## config.mk

```make
export PLATFORM = sky130hd
export DESIGN_NAME = mics_top
export DESIGN_NICKNAME = d
export VERILOG_FILES = /design/src/mics_pkg.sv /design/src/mics_top.sv
export SDC_FILE = /design/constraint.sdc
export NUM_CORES = 1
export LEC_CHECK = 0
export BUFFER_PORTS_ARGS = -buffer_cell sky130_fd_sc_hd__buf_2
export CORE_MARGIN = 8
export CORE_UTILIZATION = 31
export CTS_BUF_LIST = sky130_fd_sc_hd__clkbuf_16
export CTS_CLUSTER_SIZE = 8
export DETAILED_ROUTE_END_ITERATION = 6
export GPL_TIMING_DRIVEN = 0
export PLACE_DENSITY = 0.58
export SYNTH_ARGS = -nofsm -noshare
export SYNTH_HDL_FRONTEND = slang
export SYNTH_SLANG_ARGS = --single-unit
```

## constraint.sdc

```tcl
create_clock -name clk_in -period 2.3 [get_ports clk_in]
set_input_delay 0.345 -clock clk_in [delete_from_list [all_inputs] [get_ports clk_in]]
set_output_delay 0.345 -clock clk_in [all_outputs]
set_load 0.05 [all_outputs]
```

## src/mics_pkg.sv

```systemverilog
// Package with register map, field layout, states and carriers of the ident sequencer
`default_nettype none
package mics_pkg;
    // Register byte offsets on the APB
    localparam logic [7:0] ADDR_CUR_CMD = 8'h00;
    localparam logic [7:0] ADDR_ENC_CMD = 8'h04;
    localparam logic [7:0] ADDR_STATUS = 8'h08;
    localparam logic [7:0] ADDR_IRQ_ST = 8'h0c;
    localparam logic [7:0] ADDR_IRQ_MASK = 8'h10;
    localparam logic [7:0] ADDR_CUR_GAIN = 8'h14;
    localparam logic [7:0] ADDR_CUR_TCONST = 8'h18;
    localparam logic [7:0] ADDR_ENC_RES = 8'h1c;
    // Command register fields
    localparam int CMD_START_BIT = 0;
    localparam int CMD_BUSY_BIT = 0;
    localparam int CMD_OK_BIT = 1;
    localparam int CMD_ERR_BIT = 2;
    // Status word bit positions within one half
    localparam int HALF_W = 16;
    localparam int ST_SUM_BIT = 0;
    localparam int ST_CTRL_BIT = 1;
    localparam int ST_PWR_BIT = 2;
    localparam int ST_LIM_BIT = 15;
    // Engine cause bits accepted per half
    localparam logic [15:0] CUR_CAUSE_MASK = 16'h0018;
    localparam logic [15:0] ENC_CAUSE_MASK = 16'h07f8;
    // Reset values
    localparam logic [31:0] STATUS_RST = 32'h0000_0000;
    localparam logic [1:0] IRQ_MASK_RST = 2'h0;
    localparam logic [1:0] IRQ_ST_RST = 2'h0;
    // Sequencer states, Gray along idle-check-run-end
    typedef enum logic [1:0] {
        MICS_IDLE = 2'b00,
        MICS_CHECK = 2'b01,
        MICS_RUN = 2'b11,
        MICS_END = 2'b10
    } mics_state_t;
    // Current controller results
    typedef struct packed {
        logic [31:0] gain;
        logic [31:0] tconst;
    } mics_cur_res_t;
    // Encoder results
    typedef struct packed {
        logic phase_seq;
        logic [7:0] poles;
        logic [15:0] offset;
    } mics_enc_res_t;
    // Engine completion report
    typedef struct packed {
        logic done;
        logic fail;
        logic limited;
        logic [15:0] cause;
    } mics_eng_rpt_t;
endpackage
`default_nettype wire

```

## src/mics_top.sv

```systemverilog
// Motor identification command sequencer with APB registers and interrupt
// Notes on behaviour
// - A command ends normally when identification succeeds and with an error flag otherwise.
// - Status bits 15 to 0 carry causes from the current controller command.
// - Status bits 31 to 16 carry causes from the encoder command.
// - A failing command always sets its half's summary bit, bit 0 or bit 16.
// - A good current command stores the controller gain and time constant.
// - A good encoder command stores pole count, offset angle and phase sequence.
// - The status word is updated and readable while a command is still running.
// - Bit 1 or bit 17 is set when the controller was enabled at command start.
// - Bit 2 or bit 18 is set when the power stage dropped during execution.
// - Bit 15 is set when the current command ends without failure but with limited parameters.
`default_nettype none
module mics_top
    import mics_pkg::*;
(
    input wire logic clk_in, // 100 MHz clock
    input wire logic rst_b_in, // Async reset, active low
    input wire logic psel_in, // APB select
    input wire logic penable_in, // APB enable
    input wire logic pwrite_in, // APB write
    input wire logic [7:0] paddr_in, // APB byte address
    input wire logic [31:0] pwdata_in, // APB write data
    output logic [31:0] prdata_out, // APB read data
    output logic pready_out, // APB ready
    output logic pslverr_out, // APB error on unmapped address
    input wire logic power_stage_enable_input_in, // Power stage enable pin
    input wire logic controller_enable_input_in, // Controller enable pin
    input wire logic class_one_diagnostic_errors_in, // Diagnostic error state
    output logic ident_start_out, // Pulse starting the engine
    output logic ident_abort_out, // Pulse aborting the engine
    output logic ident_sel_out, // 0 current, 1 encoder
    input wire mics_eng_rpt_t eng_rpt_in, // Engine report
    input wire mics_cur_res_t cur_res_in, // Current results
    input wire mics_enc_res_t enc_res_in, // Encoder results
    output logic irq_out // Level interrupt
);

    // Bit of a given half selected by command
    function automatic logic [31:0] half_bit(input logic sel, input int pos);
        logic [31:0] v;
        v = 32'h0000_0000;
        v[pos + (sel ? HALF_W : 0)] = 1'b1;
        return v;
    endfunction

    // Place 16 bits into the selected half
    function automatic logic [31:0] to_half(input logic sel, input logic [15:0] bits);
        return sel ? {bits, 16'h0000} : {16'h0000, bits};
    endfunction

    logic [2:0] pin_meta_reg;
    logic [2:0] pin_sync_reg;
    logic pwr_ok;
    logic ctrl_on;
    logic diag_err;
    mics_state_t state_reg;
    logic sel_reg;
    logic fail_reg;
    logic [31:0] status_reg;
    logic [1:0] busy_reg;
    logic [1:0] ok_reg;
    logic [1:0] err_reg;
    logic [1:0] irq_st_reg;
    logic [1:0] irq_mask_reg;
    logic [1:0] irq_clr_reg;
    logic [31:0] gain_reg;
    logic [31:0] tconst_reg;
    mics_enc_res_t enc_reg;
    logic setup;
    logic acc;
    logic acc_wr;
    logic start_req;
    logic start_sel;
    logic chk_fail;
    logic [31:0] chk_bits;
    logic run_drop;
    logic run_done;
    logic [15:0] cause_mask;
    logic [31:0] rdata_next;
    logic hit_next;

    // Two-flop synchronisers for the pins
    always_ff @(posedge clk_in or negedge rst_b_in) begin
        if (!rst_b_in) begin
            pin_meta_reg <= 3'h0;
            pin_sync_reg <= 3'h0;
        end else begin
            pin_meta_reg <= {class_one_diagnostic_errors_in, controller_enable_input_in,
                             power_stage_enable_input_in};
            pin_sync_reg <= pin_meta_reg;
        end
    end

    assign pwr_ok = pin_sync_reg[0];
    assign ctrl_on = pin_sync_reg[1];
    assign diag_err = pin_sync_reg[2];

    // APB phases; access completes on the cycle after setup
    assign setup = psel_in && !penable_in;
    assign acc = psel_in && penable_in && pready_out;
    assign acc_wr = acc && pwrite_in;

    // Start request from a command register write while idle
    assign start_req = acc_wr && pwdata_in[CMD_START_BIT] && (state_reg == MICS_IDLE) &&
                       (paddr_in == ADDR_CUR_CMD || paddr_in == ADDR_ENC_CMD);
    assign start_sel = (paddr_in == ADDR_ENC_CMD);

    // Precondition check; controller enable has priority over power and errors
    always_comb begin
        chk_fail = 1'b1;
        chk_bits = half_bit(sel_reg, ST_SUM_BIT);
        if (ctrl_on) begin
            chk_bits = chk_bits | half_bit(sel_reg, ST_CTRL_BIT);
        end else if (!pwr_ok) begin
            chk_bits = chk_bits | half_bit(sel_reg, ST_PWR_BIT);
        end else if (diag_err) begin
            chk_bits = chk_bits;
        end else begin
            chk_fail = 1'b0;
            chk_bits = 32'h0000_0000;
        end
    end

    // Run phase events
    assign run_drop = (state_reg == MICS_RUN) && !pwr_ok;
    assign run_done = (state_reg == MICS_RUN) && pwr_ok && eng_rpt_in.done;
    assign cause_mask = sel_reg ? ENC_CAUSE_MASK : CUR_CAUSE_MASK;

    // Sequencer state machine
    always_ff @(posedge clk_in or negedge rst_b_in) begin
        if (!rst_b_in) begin
            state_reg <= MICS_IDLE;
            sel_reg <= 1'b0;
            fail_reg <= 1'b0;
        end else begin
            case (state_reg)
                MICS_IDLE: begin
                    if (start_req) begin
                        state_reg <= MICS_CHECK;
                        sel_reg <= start_sel;
                        fail_reg <= 1'b0;
                    end
                end
                MICS_CHECK: begin
                    fail_reg <= chk_fail;
                    state_reg <= chk_fail ? MICS_END : MICS_RUN;
                end
                MICS_RUN: begin
                    if (run_drop) begin
                        fail_reg <= 1'b1;
                        state_reg <= MICS_END;
                    end else if (run_done) begin
                        fail_reg <= eng_rpt_in.fail;
                        state_reg <= MICS_END;
                    end
                end
                MICS_END: begin
                    state_reg <= MICS_IDLE;
                end
                default: begin
                    state_reg <= MICS_IDLE;
                end
            endcase
        end
    end

    // Status word: cleared per half at start, causes merged live during run
    always_ff @(posedge clk_in or negedge rst_b_in) begin
        if (!rst_b_in) begin
            status_reg <= STATUS_RST;
        end else if (start_req) begin
            status_reg <= status_reg & ~to_half(start_sel, 16'hffff);
        end else if (state_reg == MICS_CHECK) begin
            status_reg <= status_reg | chk_bits;
        end else if (state_reg == MICS_RUN) begin
            if (run_drop) begin
                status_reg <= status_reg | half_bit(sel_reg, ST_PWR_BIT) |
                              half_bit(sel_reg, ST_SUM_BIT);
            end else if (run_done && eng_rpt_in.fail) begin
                status_reg <= status_reg | to_half(sel_reg, eng_rpt_in.cause & cause_mask) |
                              half_bit(sel_reg, ST_SUM_BIT);
            end else if (run_done && eng_rpt_in.limited && !sel_reg) begin
                status_reg <= status_reg | to_half(sel_reg, eng_rpt_in.cause & cause_mask) |
                              half_bit(1'b0, ST_LIM_BIT);
            end else begin
                status_reg <= status_reg | to_half(sel_reg, eng_rpt_in.cause & cause_mask);
            end
        end
    end

    // Engine control pulses
    always_ff @(posedge clk_in or negedge rst_b_in) begin
        if (!rst_b_in) begin
            ident_start_out <= 1'b0;
            ident_abort_out <= 1'b0;
            ident_sel_out <= 1'b0;
        end else begin
            ident_start_out <= (state_reg == MICS_CHECK) && !chk_fail;
            ident_abort_out <= run_drop;
            ident_sel_out <= (state_reg == MICS_IDLE && start_req) ? start_sel : sel_reg;
        end
    end

    // Result storage on a good finish
    always_ff @(posedge clk_in or negedge rst_b_in) begin
        if (!rst_b_in) begin
            gain_reg <= 32'h0000_0000;
            tconst_reg <= 32'h0000_0000;
            enc_reg <= '0;
        end else if (run_done && !eng_rpt_in.fail) begin
            if (!sel_reg) begin
                gain_reg <= cur_res_in.gain;
                tconst_reg <= cur_res_in.tconst;
            end else begin
                enc_reg <= enc_res_in;
            end
        end
    end

    // Per-command busy, ok and error flags
    always_ff @(posedge clk_in or negedge rst_b_in) begin
        if (!rst_b_in) begin
            busy_reg <= 2'h0;
            ok_reg <= 2'h0;
            err_reg <= 2'h0;
        end else if (start_req) begin
            busy_reg[start_sel] <= 1'b1;
            ok_reg[start_sel] <= 1'b0;
            err_reg[start_sel] <= 1'b0;
        end else if (state_reg == MICS_END) begin
            busy_reg[sel_reg] <= 1'b0;
            ok_reg[sel_reg] <= !fail_reg;
            err_reg[sel_reg] <= fail_reg;
        end
    end

    // Sticky interrupt status; a completion beats a read clear
    always_ff @(posedge clk_in or negedge rst_b_in) begin
        if (!rst_b_in) begin
            irq_st_reg <= IRQ_ST_RST;
        end else begin
            irq_st_reg <= (irq_st_reg & ~((acc && !pwrite_in && paddr_in == ADDR_IRQ_ST) ?
                          irq_clr_reg : 2'h0)) |
                          ((state_reg == MICS_END) ? (sel_reg ? 2'h2 : 2'h1) : 2'h0);
        end
    end

    // Mask register and interrupt output
    always_ff @(posedge clk_in or negedge rst_b_in) begin
        if (!rst_b_in) begin
            irq_mask_reg <= IRQ_MASK_RST;
            irq_out <= 1'b0;
        end else begin
            if (acc_wr && paddr_in == ADDR_IRQ_MASK) begin
                irq_mask_reg <= pwdata_in[1:0];
            end
            irq_out <= |(irq_st_reg & irq_mask_reg);
        end
    end

    // Read mux
    always_comb begin
        hit_next = 1'b1;
        rdata_next = 32'h0000_0000;
        case (paddr_in)
            ADDR_CUR_CMD: rdata_next = {29'h0, err_reg[0], ok_reg[0], busy_reg[0]};
            ADDR_ENC_CMD: rdata_next = {29'h0, err_reg[1], ok_reg[1], busy_reg[1]};
            ADDR_STATUS: rdata_next = status_reg;
            ADDR_IRQ_ST: rdata_next = {30'h0, irq_st_reg};
            ADDR_IRQ_MASK: rdata_next = {30'h0, irq_mask_reg};
            ADDR_CUR_GAIN: rdata_next = gain_reg;
            ADDR_CUR_TCONST: rdata_next = tconst_reg;
            ADDR_ENC_RES: rdata_next = {7'h0, enc_reg};
            default: hit_next = 1'b0;
        endcase
    end

    // APB answer registered at setup, shown during access
    always_ff @(posedge clk_in or negedge rst_b_in) begin
        if (!rst_b_in) begin
            pready_out <= 1'b0;
            pslverr_out <= 1'b0;
            prdata_out <= 32'h0000_0000;
            irq_clr_reg <= 2'h0;
        end else begin
            pready_out <= setup;
            pslverr_out <= setup && !hit_next;
            if (setup) begin
                prdata_out <= pwrite_in ? 32'h0000_0000 : rdata_next;
                irq_clr_reg <= irq_st_reg;
            end
        end
    end
endmodule
`default_nettype wire

```

Word-level counts from Yosys, hierarchy flattened
Cells that the tools add are included.

storage, ports and cells
  bits in registers = 181
  bits in latches = 0
  bits in writable memories = 0
  memory bits (read-only) = 0
  bits of input ports = 156
  output and inout bits = 38
  word-level logic and storage cells = 165
  memories kept = 0

operators by class
  add/subtract/negate cells = 2
  multipliers = 0
  div/mod/pow operators = 0
  order comparisons = 10
  equal/unequal tests = 12
  shift operators = 0
  muxes and demuxes = 50
  bitwise gates (word level) = 21
  reduce and logical (&&, ||, !) cells = 46

operator list
  operator                                                                       count
  32-bit 2-to-1 mux                                                              11
  32-bit one-hot mux with 8 select lines                                         1
  32-bit OR                                                                      7
  32-bit by 1-bit >= comparator with 1-bit output, second input constant         2
  32-bit by 7-bit less-than comparator with 1-bit output, second input constant  2
  2-bit by 32-bit adder with 32-bit output, first input constant                 1
  3-bit by 32-bit adder with 32-bit output, first input constant                 1
  32-bit AND                                                                     1
  8-bit by 5-bit == test with 1-bit output, second input constant                4
  32-bit NOT                                                                     1
  1-bit logical AND                                                              25
  2-bit 2-to-1 mux                                                               12
  16-bit by 11-bit AND with 16-bit output                                        1
  8-bit by 4-bit == test with 1-bit output, second input constant                2
  16-bit 2-to-1 mux                                                              1
  1-bit demux with 5-bit select                                                  3
  1-bit 2-to-1 mux                                                               14
  11-bit 2-to-1 mux                                                              1
  2-bit AND                                                                      5
  8-bit by 3-bit == test with 1-bit output, second input constant                1
  1-bit logical NOT                                                              8
  8-bit logical NOT                                                              1
  2-bit one-hot mux with 4 select lines                                          1
  2-bit AND reduction                                                            4
  22 further kinds                                                               31

Depth between registers and ports, before layout
  word-level depth = 12
  depth in mapped cells = 7
  mapped depth without buffers = 5

Worst setup path after synthesis
OpenSTA, ideal clock, no wires.

  path type = register to register
  start point = register state_reg[1]
  end point = register enc_reg[10] (netlist name)
  setup time = 0.125 ns
  data arrival time = 1.539 ns
  required time = 2.175 ns
  slack = 0.636 ns
  cell stages (with the launch flop) = 6
  path buffers = 2
  clock period less this slack = 1.664 ns
  path through = dfrtp_1 > buf_2 > nand3_2 > nor4b_4 > buf_6 > mux2_2

between the ends
  longest elaborated chain between the ends = 5

RTL lines
  element                               line             text
  start: declaration                    mics_top.sv:57   mics_state_t state_reg;
  start signal: assignment              mics_top.sv:147  state_reg <= chk_fail ? MICS_END : MICS_RUN;
  2-bit == test                         mics_top.sv:127  assign run_done = (state_reg == MICS_RUN) && pwr_ok && eng_rpt_in.done;
  1-bit logical AND (2 in series)       mics_top.sv:127
  1-bit logical AND                     mics_top.sv:211  end else if (run_done && !eng_rpt_in.fail) begin
  2-bit AND reduction (no source line)  n/a
  end signal: assignment                mics_top.sv:216  enc_reg <= enc_res_in;
  end: declaration                      mics_top.sv:69   mics_enc_res_t enc_reg;

No other way between the ends.
A chain may end at the register's enable or synchronous reset.

Worst setup path after layout
Ends and elaborated chain as after synthesis.

==> flow_summary_export.csv <==
group,metric,value,unit
flow_run,drv_cap,0,
place,place_area,8860,um^2
power,total_power,6.56,mW
floorplan,die_w,173,um
drt,drc_errors,0,
timing,layout_min_cycle_time,2130,ps
critical_path,reg2reg_depth,5,
global_routing,gr-usage-all-layers,0.153,
drt,drt-wirelength-per-cell,20.8,um
global_routing,grt_pass1_vias,5926,
clock_tree,clock_latency,430,ps
logic_synthesis,async_flop_share,1.00,
timing,rsz0062_at_grt,"no",
place,dpl.hpwl,16.8,mm
outcome,status,"complete, no violations",
critical_path,worst-path-max-fanout,10,
logic_synthesis,synth_nets,732,
logic_synthesis,yosysSeqAreaShare,0.593,
layout,layout_commonest_cell,"dfrtp_1",
drt,dr_total_vias,5411,
logic_synthesis,netlist-cell-type-count,47,
floorplan,num_rows,57,
critical_path,cp-start-kind,"flop",
worst_hold_path,whs_endpoint,"pin_meta_reg[1]",
floorplan,coreArea,24200,um^2
global_routing,grt_overflow_total,0,
global_routing,antenna_found_initial,5,
logic_synthesis,yosysTopAreaCell,"dfrtp_1",
place,place_congestion,0.785,
timing,max_slew_margin,0.478,
drt,first_iter_violations,345,
drt,drtPass1Iterations,5,
layout,fin_area,9460,um^2
floorplan,dieArea,29900,um^2
power,switchingPower,1.62,mW
layout,final_cell_mix,"181 x dfrtp_1, 169 x buf_2, 93 x mux2_2",
power,clkPwrFrac,0.439,
power,switching_share,0.247,
logic_synthesis,synth_area_leaders,"dfrtp_1 59%, mux2_2 14%, a22oi_1 3.2%, a22o_1 2.3%, nor2b_1 2.0%",
critical_path,rr_startpoint,"state_reg[1]",
power,ir_worst_vdd,0.435,mV
power,comb_power_share,0.059,
worst_hold_path,hold_depth,1,
critical_path,r2r_end,"enc_reg[10]",
worst_hold_path,hold_path.class,"input pin to flop",
global_routing,grt_pass1_wl,35.3,mm
clock_tree,clock_sinks,181,
timing,finalHoldViolCount,0,
timing,fmax,469,MHz
logic_synthesis,synthDominantCellAreaShare,0.593,
worst_hold_path,worstHoldStart,"controller_enable_input_in",
clock_tree,cts_buffer_depth,2,
logic_synthesis,syn-cell-area,7640,um^2
logic_synthesis,avgSynthCellArea,13.3,um^2
global_routing,grt_max_degree,98,
timing,setup_viol,0,
timing,drv_slew,0,
clock_tree,cts_root_buf,"clkbuf_16",
clock_tree,cts_htree_levels,4,
timing,finalCritPeriodShare,0.926,
timing,worst_slew_pin_slew,779,ps
drt,wl,22.7,mm
logic_synthesis,synth.ff_latch_count,181,
drt,postRouteAntennaNets,0,
logic_synthesis,synth-edff-count,0,
clock_tree,cts_tree,"built",
logic_synthesis,ys_warn_count,0,
critical_path,reg2reg_slack,170,ps
layout,layout-drive-gt1-share,0.415,
floorplan,start_util,0.315,
floorplan,num_io_pins,194,
layout,area_growth,23.8,%
critical_path,crit_type,"flop to flop",
floorplan,die_y,173,um
drt,drt-vias-per-instance,4.96,
logic_synthesis,syn_inst,576,
clock_tree,cts_buffers,17,
critical_path,cp.required,2610,ps
layout,num-nets-final,909,
power,power.leakage,4.58,nW
power,seq_power_share,0.501,
critical_path,arrival,2440,ps
logic_synthesis,ys_dominant_reg_cell,"dfrtp_1",
power,p_per_area,694,nW/um^2
power,p_int,4.94,mW
timing,skew,9.46,ps
place,numPortBuffers,155,
critical_path,cp-end-kind,"flop",
clock_tree,path_clk_slew,70,ps
[power groups by stage]
stage | clock network (mW) | logic [mW] | registers (mW)
after floorplan | 0 | 0.142 | 3.35
after global placement | 0 | 0.385 | 3.35
after detailed placement | 0 | 0.396 | 3.35
after CTS | 2.96 | 0.398 | 3.29
after global routing | 3.08 | 0.433 | 3.30
final | 2.88 | 0.391 | 3.29
[repair_timing]
item,4_1_cts,5_1_grt
hold buffers,1,1
hold endpoints to repair,84,1
buffers inserted,0,0
resized for setup,0,0
[per-stage QoR]
stage               setup WS, ps  instances  hold WS [ps]  TNS [ps]  utilization
floorplan                    636        576          49.4         0            -
global placement           -2180       1055           335   -391200        0.364
detailed placement           142       1056           338         0        0.365
CTS                          126       1089          2.95         0        0.389
global route                44.9       1092          13.2         0        0.390
finish                       170       1092          36.8         0        0.390
[worst max-delay path by stage]
stage                     depth (start not counted)  slack (ps)               to         start
after floorplan                                   5         640      enc_reg[10]  state_reg[1]
after global placement                            1       -2180  pin_meta_reg[1]      rst_b_in
after detailed placement                          5         140      enc_reg[24]  state_reg[1]
after CTS                                         5         130      enc_reg[24]  state_reg[1]
after global routing                              5          40      enc_reg[24]  state_reg[1]
final                                             5         170      enc_reg[10]  state_reg[1]
[critical path, stage by stage (launching register included)]
cell and delay, ps:
dfrtp_1 320, buf_2 200, nand3_2 160, nor4b_4 700, buf_6 280, mux2_2 350
[per-layer routing]
layer / vias up / share of wire / GRT usage
met5: - / 0.00084 / 0
met4: 4 / 0.012 / 0.0399
met3: 24 / 0.059 / 0.0425
met2: 157 / 0.47 / 0.244
met1: 2744 / 0.45 / 0.201
li1: 2482 / - / -
[cells in the mapped netlist, types with 2 or more instances]
cell type,n
a21o_1,2
a21oi_1,5
a221o_1,7
a221oi_1,2
a22o_1,20
a22oi_1,33
a2bb2oi_1,4
a31oi_1,4
a32oi_1,11
a41oi_1,2
and2_1,6
and3_1,2
and4_1,4
buf_1,3
buf_2,15
buf_4,3
buf_6,7
clkbuf_1,14
dfrtp_1,181
inv_1,9
mux2_2,93
mux2i_1,10
mux4_2,3
nand2_1,23
nand2b_1,2
nand3_1,8
nand3b_1,3
nand4_1,4
nor2_1,24
nor2b_1,24
nor4b_2,3
nor4b_4,2
o211ai_1,2
o21ai_0,19
o221ai_1,9
or2_2,2
[cells by family (layout without fill, tap and decap cells)]
family          count (synthesis)  count (layout)  synth area share
flops                         181             181             0.593
compound gates                122             122             0.121
simple gates                  115             115            0.0894
mux                           107             107             0.160
buf+inv                        51             241            0.0359
other cells                     0               2                 0
[cell type report]
| class | instances | area [um^2] |
|---|---|---|
| timing repair buffer | 158 | 833 |
| antenna | 2 | 5.00 |
| fill | 2407 | 14800 |
| inverter | 9 | 33.8 |
| tap | 324 | 405 |
| clock inverter | 15 | 148 |
| buffer | 42 | 240 |
| clock buffer | 17 | 425 |
| multi-input combinational | 344 | 2840 |
| sequential | 181 | 4530 |
(Power assumes the default switching activity.)
